===== src/lockq_defs.svh =====
// constants for the bus lock and queue status block
`ifndef LOCKQ_DEFS_SVH
`define LOCKQ_DEFS_SVH
`define QS_NONE   2'h0
`define QS_FIRST  2'h1
`define QS_FLUSH  2'h2
`define QS_SUBSEQ 2'h3
`define LOCK_IDLE 1'h1
`define MODE_SYNC_STAGES 2
`endif


===== src/lockq_pkg.sv =====
// types for the bus lock and queue status block
package lockq_pkg;
    typedef struct packed {
        logic flush;
        logic first_byte;
        logic next_byte;
    } queue_op_s;

    typedef struct packed {
        logic t2;
        logic irq_ack_cycle;
        logic cycle_end;
    } bus_state_s;

    typedef enum logic [2:0] {
        LK_IDLE  = 3'b001,
        LK_PREF  = 3'b010,
        LK_IRQ   = 3'b100
    } lock_state_e;
endpackage


===== src/queue_status_enc.sv =====
// encoder of the two-bit queue status, registered one cycle after the queue operation
`timescale 1ns/1ps
`include "lockq_defs.svh"
module queue_status_enc (
    input  wire logic                 clk,
    input  wire logic                 reset_n,
    input  wire lockq_pkg::queue_op_s op,
    output logic [1:0]                status_q
);
    logic [1:0] status_d;

    // flush has priority over a byte fetch in the same cycle
    assign status_d = op.flush      ? `QS_FLUSH  :
                      op.first_byte ? `QS_FIRST  :
                      op.next_byte  ? `QS_SUBSEQ :
                                      `QS_NONE;

    always_ff @(posedge clk) begin
        if (!reset_n) begin
            status_q <= `QS_NONE;
        end else begin
            status_q <= status_d;
        end
    end

    flush_code_a: assert property (@(posedge clk) disable iff (!reset_n)
        op.flush |=> status_q == `QS_FLUSH) else $error("flush not reported");
    first_code_a: assert property (@(posedge clk) disable iff (!reset_n)
        op.first_byte && !op.flush |=> status_q == `QS_FIRST) else $error("first byte not reported");
    next_code_a: assert property (@(posedge clk) disable iff (!reset_n)
        op.next_byte && !op.flush && !op.first_byte |=> status_q == `QS_SUBSEQ)
        else $error("subsequent byte not reported");
endmodule


===== src/lock_queue_status.sv =====
// maximum-mode bus lock and queue status outputs
//
// Summary of operation
// - lock prefix drives bus lock low until the following instruction completes.
// - during a bus grant sequence bus lock floats as weak one.
// - bus lock asserts at T2 of first acknowledge, releases at second's T2.
// - queue status appears the cycle after the queue operation.
// - both queue status outputs are always driven, never floated.
// - codes: 00 none, 01 first opcode byte, 10 queue flushed, 11 subsequent byte.
`timescale 1ns/1ps
`include "lockq_defs.svh"
module lock_queue_status #(
    parameter int SYNC_STAGES = `MODE_SYNC_STAGES
) (
    input  wire logic                  clk,
    input  wire logic                  reset_n,
    input  wire logic                  lock_prefix,
    input  wire logic                  instr_done,
    input  wire logic                  grant_active,
    input  wire logic                  min_max_select,
    input  wire lockq_pkg::bus_state_s bus,
    input  wire lockq_pkg::queue_op_s  queue_op,
    output logic                       bus_lock_n_o,
    output logic                       bus_lock_n_oe,
    output logic                       bus_lock_weak_pu,
    output logic                       queue_state_hi,
    output logic                       queue_state_lo
);
    lockq_pkg::lock_state_e state_q;
    lockq_pkg::lock_state_e state_d;
    logic                   prefix_armed_q;
    logic                   prefix_armed_d;
    logic                   ack_second_q;
    logic                   ack_second_d;
    logic [1:0]             qs_q;
    logic                   max_mode;
    logic                   ack_t2;
    logic                   lock_active;
    logic [SYNC_STAGES-1:0] mode_sync_q;
    logic                   mode_pin_sync;
    logic                   prefix_release;
    logic                   ack_leave;
    logic                   ack_second_mark;
    logic                   lock_n_d;
    logic                   lock_oe_d;
    logic                   lock_pu_d;

    // the logic reads only the last stage; fewer than two stages leave the strap unsynchronised, so they are refused
    if (SYNC_STAGES < 2) begin : g_sync_check
        $error("SYNC_STAGES below 2 leaves the mode strap unsynchronised");
    end

    // the mode strap is a pin: it passes a flop chain before any logic reads it;
    // no reset, so the strap has settled by the time reset is released
    always_ff @(posedge clk) begin
        mode_sync_q[0] <= min_max_select;
    end

    for (genvar i = 1; i < SYNC_STAGES; i++) begin : g_mode_sync
        always_ff @(posedge clk) begin
            mode_sync_q[i] <= mode_sync_q[i-1];
        end
    end

    assign mode_pin_sync = mode_sync_q[SYNC_STAGES-1];

    // max mode is selected by a low level on the mode select input
    assign max_mode        = !mode_pin_sync;
    assign ack_t2          = max_mode && bus.irq_ack_cycle && bus.t2;
    assign ack_leave       = ack_t2 && ack_second_q;
    assign ack_second_mark = bus.cycle_end && bus.irq_ack_cycle;
    // an instr_done in the prefix's own cycle does not count as the following instruction
    assign prefix_release  = instr_done && prefix_armed_q;

    // prefix stays armed through the prefix's own completion, ends after the next
    always_comb begin
        prefix_armed_d = prefix_armed_q;
        if (lock_prefix) begin
            prefix_armed_d = 1'b1;
        end else if (prefix_release) begin
            prefix_armed_d = 1'b0;
        end
    end

    // acknowledge lock: entered at T2 of the first cycle, left at T2 once a cycle end was seen
    always_comb begin
        state_d      = state_q;
        ack_second_d = ack_second_q;
        case (state_q)
            lockq_pkg::LK_IDLE: begin
                if (ack_t2) begin
                    state_d      = lockq_pkg::LK_IRQ;
                    ack_second_d = 1'b0;
                end else if (lock_prefix) begin
                    state_d = lockq_pkg::LK_PREF;
                end
            end
            lockq_pkg::LK_PREF: begin
                if (ack_t2) begin
                    state_d      = lockq_pkg::LK_IRQ;
                    ack_second_d = 1'b0;
                end else if (!prefix_armed_d) begin
                    state_d = lockq_pkg::LK_IDLE;
                end
            end
            lockq_pkg::LK_IRQ: begin
                if (ack_leave) begin
                    // next prefix state: a prefix seen in this very cycle keeps the bus locked
                    state_d      = prefix_armed_d ? lockq_pkg::LK_PREF : lockq_pkg::LK_IDLE;
                    ack_second_d = 1'b0;
                end else if (ack_second_mark) begin
                    ack_second_d = 1'b1;
                end
            end
            default: begin
                state_d      = lockq_pkg::LK_IDLE;
                ack_second_d = 1'b0;
            end
        endcase
    end

    assign lock_active = state_d != lockq_pkg::LK_IDLE;
    // in a grant sequence the pin is released and the weak pull-up shows a one
    assign lock_n_d    = grant_active ? `LOCK_IDLE : !lock_active;
    assign lock_oe_d   = !grant_active;
    assign lock_pu_d   = grant_active;

    always_ff @(posedge clk) begin
        if (!reset_n) begin
            state_q          <= lockq_pkg::LK_IDLE;
            prefix_armed_q   <= 1'b0;
            ack_second_q     <= 1'b0;
            bus_lock_n_o     <= `LOCK_IDLE;
            bus_lock_n_oe    <= 1'b1;
            bus_lock_weak_pu <= 1'b0;
        end else begin
            state_q          <= state_d;
            prefix_armed_q   <= prefix_armed_d;
            ack_second_q     <= ack_second_d;
            bus_lock_n_o     <= lock_n_d;
            bus_lock_n_oe    <= lock_oe_d;
            bus_lock_weak_pu <= lock_pu_d;
        end
    end

    queue_status_enc u_qs (
        .clk      (clk),
        .reset_n  (reset_n),
        .op       (queue_op),
        .status_q (qs_q)
    );

    // the encoder register drives the pins, so the code shows in the cycle after the operation;
    // the pins have no enable and are driven in every state, grant included
    assign queue_state_hi = qs_q[1];
    assign queue_state_lo = qs_q[0];

    // lock pin: driven outside grant, floating as weak one inside
    grant_float_a: assert property (@(posedge clk) disable iff (!reset_n)
        grant_active |=> !bus_lock_n_oe && bus_lock_weak_pu && bus_lock_n_o)
        else $error("lock driven in grant");
    lock_driven_a: assert property (@(posedge clk) disable iff (!reset_n)
        !grant_active |=> bus_lock_n_oe && !bus_lock_weak_pu)
        else $error("lock not driven outside grant");

    // prefix lock
    prefix_lock_a: assert property (@(posedge clk) disable iff (!reset_n)
        lock_prefix && !grant_active |=> !bus_lock_n_o)
        else $error("prefix did not lock");
    prefix_arm_a: assert property (@(posedge clk) disable iff (!reset_n)
        state_q == lockq_pkg::LK_IDLE && lock_prefix |=> prefix_armed_q)
        else $error("prefix not armed");
    prefix_hold_a: assert property (@(posedge clk) disable iff (!reset_n)
        state_q == lockq_pkg::LK_PREF && !instr_done && !ack_t2 && !grant_active |=> !bus_lock_n_o)
        else $error("lock dropped early");
    prefix_release_a: assert property (@(posedge clk) disable iff (!reset_n)
        state_q == lockq_pkg::LK_PREF && prefix_release && !lock_prefix && !ack_t2 && !grant_active
        |=> bus_lock_n_o) else $error("lock held past the following instruction");

    // acknowledge lock
    ack_lock_a: assert property (@(posedge clk) disable iff (!reset_n)
        ack_t2 && state_q != lockq_pkg::LK_IRQ && !grant_active |=> !bus_lock_n_o)
        else $error("acknowledge did not lock");
    ack_enter_a: assert property (@(posedge clk) disable iff (!reset_n)
        state_q != lockq_pkg::LK_IRQ && ack_t2 |=> state_q == lockq_pkg::LK_IRQ && !ack_second_q)
        else $error("acknowledge lock not entered");
    ack_hold_a: assert property (@(posedge clk) disable iff (!reset_n)
        state_q == lockq_pkg::LK_IRQ && !ack_leave && !grant_active |=> !bus_lock_n_o)
        else $error("acknowledge lock dropped early");
    second_mark_a: assert property (@(posedge clk) disable iff (!reset_n)
        state_q == lockq_pkg::LK_IRQ && ack_second_mark && !ack_leave |=> ack_second_q)
        else $error("second acknowledge not noted");
    ack_release_a: assert property (@(posedge clk) disable iff (!reset_n)
        state_q == lockq_pkg::LK_IRQ && ack_leave && !prefix_armed_q && !lock_prefix
        |=> state_q == lockq_pkg::LK_IDLE) else $error("second acknowledge did not release");
    irq_to_prefix_a: assert property (@(posedge clk) disable iff (!reset_n)
        state_q == lockq_pkg::LK_IRQ && ack_leave && (lock_prefix || (prefix_armed_q && !prefix_release))
        |=> state_q == lockq_pkg::LK_PREF) else $error("prefix lock lost at acknowledge end");
    min_mode_a: assert property (@(posedge clk) disable iff (!reset_n)
        !max_mode && state_q == lockq_pkg::LK_IDLE && !lock_prefix |=> state_q == lockq_pkg::LK_IDLE)
        else $error("auto lock in min mode");

    // queue status pins
    qs_delay_a: assert property (@(posedge clk) disable iff (!reset_n)
        queue_op.flush |=> queue_state_hi && !queue_state_lo)
        else $error("flush code late");
    qs_driven_a: assert property (@(posedge clk) disable iff (!reset_n)
        grant_active && queue_op.first_byte && !queue_op.flush |=> !queue_state_hi && queue_state_lo)
        else $error("queue status not driven in grant");
    qs_idle_a: assert property (@(posedge clk) disable iff (!reset_n)
        !queue_op.flush && !queue_op.first_byte && !queue_op.next_byte |=> !queue_state_hi && !queue_state_lo)
        else $error("idle queue code wrong");
    qs_next_a: assert property (@(posedge clk) disable iff (!reset_n)
        queue_op.next_byte && !queue_op.flush && !queue_op.first_byte |=> queue_state_hi && queue_state_lo)
        else $error("subsequent byte code wrong");

    prefix_c: cover property (@(posedge clk) disable iff (!reset_n) lock_prefix ##[1:20] instr_done);
    ack_c: cover property (@(posedge clk) disable iff (!reset_n) state_q == lockq_pkg::LK_IRQ ##1 state_q == lockq_pkg::LK_IDLE);
    grant_c: cover property (@(posedge clk) disable iff (!reset_n) grant_active && state_q != lockq_pkg::LK_IDLE);
    flush_c: cover property (@(posedge clk) disable iff (!reset_n) queue_state_hi && !queue_state_lo);
    next_byte_c: cover property (@(posedge clk) disable iff (!reset_n) queue_state_hi && queue_state_lo);
endmodule


===== config.mk =====
export PLATFORM = sky130hd
export DESIGN_NAME = lock_queue_status
export DESIGN_NICKNAME = d
export VERILOG_FILES = /design/src/lockq_pkg.sv /design/src/queue_status_enc.sv /design/src/lock_queue_status.sv
export VERILOG_INCLUDE_DIRS = /design/src /design/src/src
export SDC_FILE = /design/constraint.sdc
export NUM_CORES = 1
export LEC_CHECK = 0
export BUFFER_PORTS_ARGS = -buffer_cell sky130_fd_sc_hd__buf_2
export CORE_AREA = 2 2 39 41
export DETAILED_ROUTE_END_ITERATION = 8
export DIE_AREA = 0 0 41 43
export PLACE_DENSITY = 0.57
export SYNTH_ARGS = -nofsm -noshare
export SYNTH_HDL_FRONTEND = slang
export SYNTH_SLANG_ARGS = --single-unit

===== constraint.sdc =====
create_clock -name clk -period 2 [get_ports clk]
set_clock_uncertainty 0.2 [all_clocks]
set_input_delay 0.2 -clock clk [delete_from_list [all_inputs] [get_ports clk]]
set_output_delay 0.2 -clock clk [all_outputs]
set_load 0.05 [all_outputs]

# Yosys cells after proc, flatten, opt, wreduce, memory -nomap -nowiden
# Cells that the tools add are included.
dict set report totals {
  register_bits 12
  latch_bits 0
  mem_bits_rw 0
  mem_bits_ro 0
  n_memories 0
}
dict set report classes {
  add_sub_neg 0
  n_mul 0
  n_div 0
  n_lt_le_gt_ge 0
  eq_ne 6
  shift 0
  n_mux 16
  n_bitwise 1
  reduce_logical 12
}
# op count
set ops {}
lappend ops {{two-way mux 3 bit} 5}
lappend ops {{case mux 3 bit (3 select lines)} 1}
lappend ops {{two-way mux 2 bit} 4}
lappend ops {{OR reduction 2 bit} 3}
lappend ops {{logical AND 1 bit} 5}
lappend ops {{two-way mux 1 bit} 5}
lappend ops {{equality test 3 x 1 -> 1 bit, second input constant} 1}
lappend ops {{equality test 3 x 2 -> 1 bit, second input constant} 1}
lappend ops {{equality test 3 bit, second input constant} 1}
lappend ops {{zero test 1 bit} 3}
lappend ops {{inequality test 3 x 1 -> 1 bit, second input constant} 1}
lappend ops {{inequality test 3 bit, second input constant} 1}
lappend ops {{inequality test 2 x 1 -> 1 bit, second input constant} 1}
lappend ops {{case mux 1 bit (2 select lines)} 1}
lappend ops {{AND reduction 2 bit} 1}
lappend ops {{inverter 1 bit} 1}

# Longest topological paths before layout
# Gate-level depths: netlist of the first run.
dict set report depth {
  depth_word 8
  depth_mapped 5
  mapped_depth_nobuf 4
}

# By module
# From an unflattened synthesis of the first run, not the netlist that was laid out.
dict set report unflattened {
  cells_unflattened 50
  hier_area_um2 493.0
}
# mod n_inst cells_per_inst area_per_inst_um2
set by_module_without_submodules {}
lappend by_module_without_submodules {lock_queue_status 1 44 427.9}
lappend by_module_without_submodules {queue_status_enc 1 6 65.1}

# Worst setup path after synthesis of the first run
# No wires, ideal clock.
dict set report synth_timing {
  kind {reg-to-reg}
  from {reg state_q[0]}
  to {reg bus_lock_n_o}
  setup_ps 134
  arrival_ps 1201
  required_time_ps 1666
  setup_slack_ps 465
  path_stages_with_launch 5
  path_buffers 0
  cell_sequence {dfxtp_1 nand2b_1 nor2_1 o21ai_2 or4_1}
}
dict set report synth_between {
  elab_chain_len 5
}
# element line_no
set synth_rtl {}
lappend synth_rtl {{start, declared} lock_queue_status.sv:29} ;# lockq_pkg::lock_state_e state_q;
lappend synth_rtl {{start signal, assigned} lock_queue_status.sv:130} ;# state_q <= lockq_pkg::LK_IDLE;
lappend synth_rtl {{start signal, assigned} lock_queue_status.sv:137} ;# state_q <= state_d;
lappend synth_rtl {{two-way mux 3 bit (on tied branches)} {lock_queue_status.sv:102, lock_queue_status.sv:94}}
lappend synth_rtl {{two-way mux 3 bit (on tied branches)} {lock_queue_status.sv:99, lock_queue_status.sv:91}}
lappend synth_rtl {{case mux 3 bit (3 select lines) (*)} lock_queue_status.sv:89} ;# case (state_q)
lappend synth_rtl {{inequality test 3 x 1 -> 1 bit (*)} lock_queue_status.sv:122} ;# assign lock_active = state_d != lockq_pkg::LK_IDLE;
lappend synth_rtl {{zero test 1 bit (*)} lock_queue_status.sv:124} ;# assign lock_n_d = grant_active ? `LOCK_IDLE : !lock_active;
lappend synth_rtl {{end signal, assigned} lock_queue_status.sv:133} ;# bus_lock_n_o <= `LOCK_IDLE;
lappend synth_rtl {{end signal, assigned} lock_queue_status.sv:140} ;# bus_lock_n_o <= lock_n_d;
lappend synth_rtl {{end, declared} lock_queue_status.sv:23} ;# output logic bus_lock_n_o,
# Mark *: on every way between the ends. The rest lies on a longest branch, timed or not.
# A chain may end at the register's enable or synchronous reset.

# Worst setup path after layout of the first run
# Ends and elaborated chain as after synthesis.

==> results of run 1 <==
worst max-delay path by stage:
stage | start | slack (ps) | end | depth (start not counted)
floorplan | state_q[0] | 470 | bus_lock_n_o | 4
global placement | state_q[0] | 410 | bus_lock_n_o | 4
detailed placement | state_q[0] | 380 | bus_lock_n_o | 4
CTS | state_q[0] | 370 | bus_lock_n_o | 4
global route | state_q[0] | 280 | bus_lock_n_o | 4
finish | state_q[0] | 380 | bus_lock_n_o | 4
sequential cells by signal, indices dropped and copies added, names as in the netlist:
register and count:
ack_second_q 1, bus_lock_n_o 1, mode_sync_q 1, mode_pin_sync 1, bus_lock_weak_pu 1, prefix_armed_q 1
bus_lock_n_oe 1, u_qs.status_q 2, state_q 3
per-stage QoR:
step | cells | hold WS (ps) | setup WS, ps | cell area, um^2 | total power, W
2_1_floorplan | 47 | 27.72 | 465.1 | 460.4 | 0.0003291
3_3_place_gp | 78 | 104.3 | 412.4 | 556.8 | 0.0003556
3_5_place_dp | 78 | 104.6 | 375.3 | 556.8 | 0.0003568
4_1_cts | 87 | 14.06 | 365.7 | 643.1 | 0.0005518
5_1_grt | 87 | 17.67 | 281.6 | 643.1 | 0.0005731
6_report | 87 | 12.95 | 381.4 | 643.1 | 0.0005491
cell type report:
class | instances | share of cell area
flip-flops and latches | 12 | 0.3735
multi-input cells | 33 | 0.3307
repair buffers | 21 | 0.2023
clock buffers | 4 | 0.05642
well taps | 16 | 0.03113
inverters | 1 | 0.005837
cell usage after synthesis (2+ instances only):
master    number  area share
dfxtp_1       12        0.52
nand2_1        2       0.016
nand2b_1       3       0.041
nor2_1         3       0.024
nor2b_1        3       0.041
nor3b_1        3       0.049
o21ai_0        2       0.022
routing by layer:
metal | share of wire | GRT usage | up-vias
li1 | - | - | 217
met1 | 0.44 | 0.1438 | 189
met2 | 0.47 | 0.1813 | 15
met3 | 0.063 | 0.03665 | 3
met4 | 0.026 | 0.08000 | 0
met5 | 0 | 0 | -
logic make-up after synthesis:
logic type	share of synthesized area
AOI/OAI and AO/OA	0.1169
xor gates and xnor gates	0.01903
buffers and inverters	0.01629
and+or+nand+nor	0.3261
DFF	0.5217
cells in the final DEF (no fill, tap or decap), drive strengths merged, types with 2 or more instances in the layout:
cell type     n
buf          16
dfxtp        12
dlygate4sd3   5
nor2          4
clkbuf        4
nand2b        3
nor3b         3
nor2b         3
o21ai         3
nand2         2
worst reg2reg max path: stages, from the launching register on:
cell	delay (ps)
dfxtp_1	360
nand2b_1	190
nor2_1	160
o21ai_2	100
or4_1	500
what timing repair did:
item / in CTS / in global routing
gates resized for setup: 0 / 0
endpoints found under the hold margin: 6 / 0
hold buffers: 5 / 0
power groups by stage:
stage	sequential, W	clock, W	combinational, W
6_report	0.000263	0.000191	0.0000946
3_3_place_gp	0.000268	0	0.0000878
5_1_grt	0.000266	0.000205	0.000103
3_5_place_dp	0.000269	0	0.0000878
4_1_cts	0.000263	0.000193	0.0000955
2_1_floorplan	0.000290	0	0.0000388
==> flow_summary_export.csv, run 1 <==
group,metric,value,unit
status,status,"complete, no violations",
power,netSwitchingPower,0.0001422,W
timing,tns,0,ps
die,dieArea,0.001763,mm^2
power,leakage,0.2726,nW
drt,routedWlPerCell,9.874,um
global_route,grt_pass1_vias,403,
layout,nFillCells,154,
clocking,cts.path.max_buffers,2,
logic_synthesis,synth_area,460.4,um^2
power,netSwitchingFraction,0.2590,
min_path,holdCritStartpoint,"reset_n",
drt,vias,424,
timing,max_freq,0.6178,GHz
logic_synthesis,synth_edf_count,0,
timing,setup-violations-final,0,
timing,worst_pin_slew,445.9,ps
power,powerDensity,853.8,mW/mm^2
critical_path,worstSetupEndpointType,"flip-flop",
global_route,antenna_found_initial,0,
drt,first_pass_iters,2,
timing,finalHoldViolations,0,
min_path,hold_depth,2,
critical_path,cp_cell_sequence,"nand2b_1 > nor2_1 > o21ai_2 > or4_1",
critical_path,max_stage_delay,500,ps
clocking,clk_latency,270,ps
layout,multiInputGateArea,212.7,um^2
critical_path,path_delay_family,"simple AND/OR/NAND/NOR gates",
drt,via_per_inst,4.874,
drt,ant_nets,0,
clocking,post_cts_buffers,0,
logic_synthesis,synthArstFlopShare,0,
critical_path,cp.required,1950,ps
layout,seqCellArea,240.2,um^2
logic_synthesis,ys_types,26,
drt,drc,0,
critical_path,critPathMaxFanout,6,
logic_synthesis,yosys_warnings,0,
power,p_int,0.0004069,W
drt,drt_iter0_drc,4,
die,initial_core_util,0.3327,
timing,finalCriticalPeriod,1619,ps
logic_synthesis,ys_ff_latch,12,
clocking,cts_max_level,1,
timing,rsz0062_at_grt,"no",
die,rows,14,
placed_design,detailed_place_hpwl,656.6,um
die,io_pins,17,
critical_path,start_kind,"flip-flop",
layout,post-route-util,0.4647,
clocking,root_buffer,"clkbuf_4",
timing,finalCritPeriodShare,0.8093,
layout,drive_above_1_share,0.3099,
power,clock_power_share,0.348,
layout,num-nets-final,84,
clocking,cts_made_buffers,3,
clocking,cts_tree,"built",
global_route,track_usage,0.1221,
layout,area.growth.synth_to_final,39.67,%
timing,slew-limit-headroom,0.7021,
logic_synthesis,synthCells,47,
critical_path,rrSetupSlack,380,ps
die,fp.dieW,41,um
critical_path,r2r-end,"bus_lock_n_o",
logic_synthesis,synth-main-ff-cell,"dfxtp_1",
global_route,grt_max_degree,8,
critical_path,crit_slowest_cell,"or4_1",
layout,antenna_cells,0,
die,dieHeight,43,um
critical_path,reg2regPathDepth,4,
critical_path,worstSetupPathType,"flip-flop to flip-flop",
global_route,grt_overflow_total,0,
placed_design,place.gp.congestion,0.7407,
power,combPwrFrac,0.172,
clocking,cts.sinks,12,
logic_synthesis,synthesis.nets,59,
min_path,holdPathEnd,"u_qs.status_q[1]",
critical_path,r2r-start,"state_q[0]",
job,maxCapViolations,0,
power,peakVddDrop,0.3522,mV
global_route,grt_first_pass_wirelength,1449,um
logic_synthesis,ys_seq_area_frac,0.5217,
placed_design,port_buffers,16,
critical_path,critPathBufInv,0,
min_path,hold_class,"input port to flip-flop",
die,coreArea,0.001384,mm^2
power,p_seq_frac,0.480,
critical_path,crit_arrival,1570,ps
drt,totalWireLength,859,um
logic_synthesis,synth_area_per_cell,9.797,um^2
timing,final_max_slew_viol_count,0,
clocking,path_clk_slew,70,ps
Note: power is estimated with default switching activity, not from simulation.
==> run 2: changes to the inputs <==
--- a/config.mk
+++ b/config.mk
@@ -6,11 +6,12 @@
 export SDC_FILE = /design/constraint.sdc
 export NUM_CORES = 1
 export LEC_CHECK = 0
+export ABC_AREA = 1
 export BUFFER_PORTS_ARGS = -buffer_cell sky130_fd_sc_hd__buf_2
 export CORE_AREA = 2 2 39 41
 export DETAILED_ROUTE_END_ITERATION = 8
 export DIE_AREA = 0 0 41 43
-export PLACE_DENSITY = 0.57
+export PLACE_DENSITY = 0.63
 export SYNTH_ARGS = -nofsm -noshare
 export SYNTH_HDL_FRONTEND = slang
 export SYNTH_SLANG_ARGS = --single-unit
==> constraint.sdc (replaced) <==
create_clock -name clk -period 1.3 [get_ports clk]
set_clock_uncertainty 0.2 [all_clocks]
set_input_delay 0.13 -clock clk [delete_from_list [all_inputs] [get_ports clk]]
set_output_delay 0.13 -clock clk [all_outputs]
set_load 0.05 [all_outputs]
==> run 2 against run 1 <==
Compared with the run above:
- synthesized cell count is 43% higher
- sequential share of layout area is 3.4 points lower
- core utilization is 4.6 points higher
- worst hold slack better by 9.7 ps
- wire length is 8.1% higher
- global-route usage is 1.2 points higher
- design area is 9.9% higher
- setup slack worse by 250 ps
- sequential cell count stayed put
- clock power is 54% higher
- critical path type is now flip-flop to primary output
- sequential power is 53% higher
==> flow_summary_export.csv, run 2 <==
group,metric,value,unit
timing,finalHoldViolations,0,
placed_design,port_buffers,16,
drt,via_per_inst,4.291,
logic_synthesis,synth_top_area_cell,"dfxtp_1",
timing,finalCriticalPeriod,1168,ps
logic_synthesis,synth_edf_count,0,
placed_design,dp_cells,99,
logic_synthesis,synthCells,67,
clocking,cts_resized,0,
critical_path,cp_cell_sequence,"buf_2",
placed_design,place.gp.congestion,0.7059,
logic_synthesis,synthesis.nets,79,
logic_synthesis,synth_area,500.5,um^2
drt,first_pass_iters,4,
power,peakVddDrop,0.5978,mV
critical_path,crit_arrival,840,ps
clocking,cts_max_level,1,
min_path,hold_class,"input port to flip-flop",
die,rows,14,
drt,ant_nets,0,
job,maxCapViolations,0,
layout,largest_register_ff_count,3,
layout,drive_above_1_share,0.3191,
timing,worst_pin_slew,252.8,ps
power,powerDensity,1242,mW/mm^2
logic_synthesis,yosys_warnings,0,
global_route,grt_first_pass_wirelength,1552,um
clocking,post_cts_buffers,0,
logic_synthesis,ys_ff_latch,12,
logic_synthesis,synthArstFlopShare,0,
critical_path,max_stage_delay,310,ps
drt,drt_iter0_drc,5,
critical_path,critPathBufInv,1,
drt,vias,472,
die,initial_core_util,0.3617,
logic_synthesis,synth.most_common_cell,"inv_1",
die,dieArea,0.001763,mm^2
clocking,cts.sinks,12,
layout,fin_cells,110,
global_route,antenna_found_initial,0,
drt,drc,0,
global_route,grt_max_degree,8,
layout,area.growth.synth_to_final,41.25,%
critical_path,critPathMaxFanout,1,
clocking,path_clk_slew,80,ps
timing,max_freq,0.8564,GHz
clocking,cts.path.max_buffers,2,
logic_synthesis,synth.area.top_cells,"dfxtp_1, inv_1, nand3_1",
layout,largestRegisters,"state_q x3, u_qs.status_q x2",
die,io_pins,17,
logic_synthesis,ys_types,14,
timing,setup-violations-final,0,
placed_design,detailed_place_hpwl,684,um
die,coreArea,0.001384,mm^2
logic_synthesis,synth_area_per_cell,7.470,um^2
clocking,cts_made_buffers,3,
critical_path,path_delay_family,"flip-flops",
logic_synthesis,yosysTopAreaCellShare,0.4800,
critical_path,cp.required,970,ps
global_route,track_usage,0.1341,
clocking,root_buffer,"clkbuf_4",
layout,layout_common_cells,"buf_2, inv_1, dfxtp_1",
critical_path,start_kind,"flip-flop",
die,fp.dieW,41,um
die,dieHeight,43,um
timing,tns,0,ps
logic_synthesis,synth_common_cells,"inv_1, dfxtp_1, nand2_1",
status,status,"complete, no violations",
drt,routedWlPerCell,8.445,um
layout,final_common_cell,"buf_2",
critical_path,crit_slowest_cell,"dfxtp_1",
layout,regMostFlops,"state_q",
timing,finalCritPeriodShare,0.8982,
layout,num-nets-final,107,
logic_synthesis,synth-main-ff-cell,"dfxtp_1",
logic_synthesis,ys_seq_area_frac,0.4800,
timing,rsz0062_at_grt,"no",
clocking,clk_latency,270,ps
global_route,grt_overflow_total,0,
timing,final_max_slew_viol_count,0,
drt,totalWireLength,929,um
layout,antenna_cells,0,
clocking,cts_tree,"built",
timing,slew-limit-headroom,0.8326,
global_route,grt_pass1_vias,446,
critical_path,worstSetupEndpointType,"primary output",
power,leakage,0.3908,nW
layout,nFillCells,142,
critical_path,worstSetupPathType,"flip-flop to primary output",
[run 2: layout make-up]
type,count,area (um^2),share of cell area
sequential,12,240.2,0.3398
multi-input combinational,37,192.7,0.2726
timing repair buffer,23,150.1,0.2124
inverter,18,67.56,0.09558
clock buffer,4,36.28,0.05133
tap,16,20.02,0.02832
[run 2: metrics by stage]
step	setup slack [ps]	hold slack, ps	util	power [W]	instance area, um^2
2_1_floorplan	234.3	-42.28	-	0.0005305	500.5
3_3_place_gp	146.4	32.83	0.4340	0.0005732	600.6
3_5_place_dp	146.2	33.58	0.4340	0.0005770	600.6
4_1_cts	122.2	14.65	0.5109	0.0008948	706.9
5_1_grt	52.56	30.20	0.5109	0.0009321	706.9
6_report	132.4	22.66	0.5109	0.0008782	706.9
[run 2: final timing paths]
path                                      end  cells past startpoint            from  slack (ps)
worst min register to register  mode_pin_sync                      0  mode_sync_q[0]         130
worst max-delay path             bus_lock_n_o                      1    bus_lock_n_o         130
worst min-delay path               state_q[1]                      5     lock_prefix          20
worst max register to register   ack_second_q                      6      state_q[2]         150
[run 2: cells by family after synthesis]
| logic type | count (synthesis) | synth area share |
|---|---|---|
| buf+inv | 18 | 0.1350 |
| flops | 12 | 0.4800 |
| simple gates | 32 | 0.3275 |
| compound gates | 5 | 0.05748 |
[run 2: what timing repair did]
item | CTS | global route
hold buffers | 7 | 0
setup endpoints to repair | 0 | 0
endpoints found under the hold margin | 9 | 0
[run 2: routing by layer]
| metal | share of wire | GRT usage | vias up |
|---|---|---|---|
| li1 | - | - | 256 |
| met1 | 0.46 | 0.1336 | 205 |
| met2 | 0.50 | 0.2125 | 9 |
| met3 | 0.027 | 0.06283 | 2 |
| met4 | 0.014 | 0.08000 | 0 |
| met5 | 0 | 0 | - |
[run 2: worst reg2reg max path, cell delays in order, from the launching register on]
cell     delay [ps]
dfxtp_1         330
inv_2            70
nand3_2         110
nand2_2         100
nand2_1          70
a21oi_1         130
nor2_1           50
[run 2: where the power goes]
part	switching [W]	internal (W)	total [W]	leakage [nW]
clock	0.000124	0.000170	0.000295	0.0210
sequential	0.0000106	0.000393	0.000403	0.0996
combinational	0.000111	0.0000689	0.000180	0.270
total	0.000246	0.000632	0.000878	0.391
==> run 3: changes to the inputs <==
--- a/config.mk
+++ b/config.mk
@@ -12,6 +12,7 @@
 export DETAILED_ROUTE_END_ITERATION = 8
 export DIE_AREA = 0 0 41 43
 export PLACE_DENSITY = 0.63
+export SETUP_SLACK_MARGIN = 0.5
 export SYNTH_ARGS = -nofsm -noshare
 export SYNTH_HDL_FRONTEND = slang
 export SYNTH_SLANG_ARGS = --single-unit
==> run 3 against run 2 <==
Compared with the run above:
- the run now ends with negative hold slack left
- worst hold slack got worse by 190 ps
- cell count shrank 5.5%
- critical endpoint is now ack_second_q
- sequential share of layout area rose by 0.078 points
- largest power group unchanged
==> flow_summary_export.csv, run 3 (synthesis gave the netlist of run 2 again) <==
group,metric,value,unit
clocking,cts.sinks,12,
min_path,hold_class,"input port to flip-flop",
critical_path,worstSetupEndpointType,"flip-flop",
timing,rsz0062_at_grt,"yes",
die,dieArea,0.001763,mm^2
drt,ant_nets,0,
layout,antenna_cells,0,
clocking,cts.path.max_buffers,2,
drt,vias,463,
die,coreArea,0.001384,mm^2
layout,seqCellArea,254.0,um^2
critical_path,cp.required,1300,ps
placed_design,port_buffers,16,
timing,max_freq,0.8779,GHz
timing,holdWs,-169.2,ps
layout,regMostFlops,"state_q",
drt,first_pass_iters,6,
clocking,ctsHoldBuffers,1,
layout,layout_common_cells,"inv_1, buf_2, dfxtp_2",
die,fp.dieW,41,um
job,maxCapViolations,0,
power,powerDensity,1119,mW/mm^2
status,violations,"negative hold slack",
critical_path,timing.critical_path.from,"state_q[0]",
layout,multiInputGateArea,246.5,um^2
timing,final_max_slew_viol_count,0,
layout,nFillCells,136,
timing,setup-violations-final,0,
min_path,holdCritStartpoint,"queue_op[2]",
timing,slew-limit-headroom,0.8760,
critical_path,start_kind,"flip-flop",
status,status,"finished with violations",
clocking,cts_made_buffers,3,
die,dieHeight,43,um
clocking,root_buffer,"clkbuf_4",
die,rows,14,
clocking,path_clk_slew,70,ps
global_route,grt_first_pass_wirelength,1531,um
global_route,track_usage,0.1293,
critical_path,crit_arrival,1140,ps
die,io_pins,17,
placed_design,detailed_place_hpwl,703.5,um
timing,finalCritPeriodShare,0.8762,
clocking,clk_latency,260,ps
clocking,cts_max_level,1,
drt,drc,0,
drt,drt_iter0_drc,11,
layout,largestRegisters,"state_q x3, u_qs.status_q x2",
drt,totalWireLength,969,um
timing,tns,0,ps
layout,num-nets-final,102,
critical_path,critPathMaxFanout,3,
global_route,grt_max_degree,8,
placed_design,post_dp_cell_area,611.8,um^2
critical_path,r2r-start,"state_q[0]",
layout,drive_above_1_share,0.5682,
placed_design,place.gp.congestion,0.7203,
timing,finalHoldViolations,8,
drt,via_per_inst,4.452,
timing,worst_pin_slew,185.7,ps
global_route,antenna_found_initial,0,
clocking,cts_tree,"built",
power,leakage,0.3770,nW
layout,largest_register_ff_count,3,
layout,final_area,745.7,um^2
critical_path,worstSetupPathType,"flip-flop to flip-flop",
timing,finalCriticalPeriod,1139,ps
drt,routedWlPerCell,9.317,um
layout,area.growth.synth_to_final,49.00,%
global_route,grt_overflow_total,0,
die,initial_core_util,0.3617,
power,peakVddDrop,0.5455,mV
global_route,grt_pass1_vias,408,
-- run 3: changes by cell type in the layout (fill, tap and decap cells not counted), sizes merged --
cell	delta
clkbuf	-1
buf	+1
dlygate4sd3	-6
-- run 3: layout make-up --
| class | instances | area share |
|---|---|---|
| clock buffer | 3 | 0.03020 |
| inverter | 18 | 0.09396 |
| multi-input combinational | 37 | 0.3305 |
| sequential | 12 | 0.3406 |
| tap | 16 | 0.02685 |
| timing repair buffer | 18 | 0.1779 |
-- run 3: worst paths after layout --
check | to | slack [ps] | cells past startpoint
hold / removal | u_qs.status_q[0] | -170 | 2
setup / recovery | ack_second_q | 160 | 7
hold reg to reg | mode_pin_sync | 130 | 0
setup reg to reg | ack_second_q | 160 | 7
-- run 3: routing by layer --
metal  part of all wire  track usage  up-vias
li1                   -            -      245
met1               0.40       0.1541      209
met2               0.57       0.1969        9
met3              0.034      0.04712        0
met4                  0      0.06000        0
met5                  0            0        -
-- run 3: report_power, final --
group          total (W)  switching (W)  internal [W]  leakage [nW]
combinational   0.000206       0.000124     0.0000823         0.263
clock           0.000215       0.000108      0.000107        0.0138
sequential      0.000413      0.0000172      0.000396         0.101
total           0.000834       0.000250      0.000585         0.377
-- run 3: stage by stage --
step | std cells | power [W] | setup WS [ps] | utilization
floorplan | 67 | 0.0005361 | 250.8 | -
finish | 104 | 0.0008345 | 160.9 | 0.5389
global placement | 99 | 0.0005780 | 161.7 | 0.4421
detailed placement | 99 | 0.0005808 | 162.5 | 0.4421
global route | 104 | 0.0008962 | 94.41 | 0.5389
CTS | 104 | 0.0008353 | 159.1 | 0.5090
-- run 3: critical path, stage by stage (launching register included) --
cell	delay (ps)
dfxtp_2	340
inv_2	80
nand3_2	90
inv_2	100
o21ai_4	70
nand2_1	80
nand2_1	50
nor2_1	70
-- run 3: timing repair --
action / in CTS / in global routing
pin swaps: 3 / 5
resized for setup: 16 / 12
buffers inserted: 1 / 0
endpoints found under the setup margin: 11 / 11
hold endpoints to repair: 9 / 8
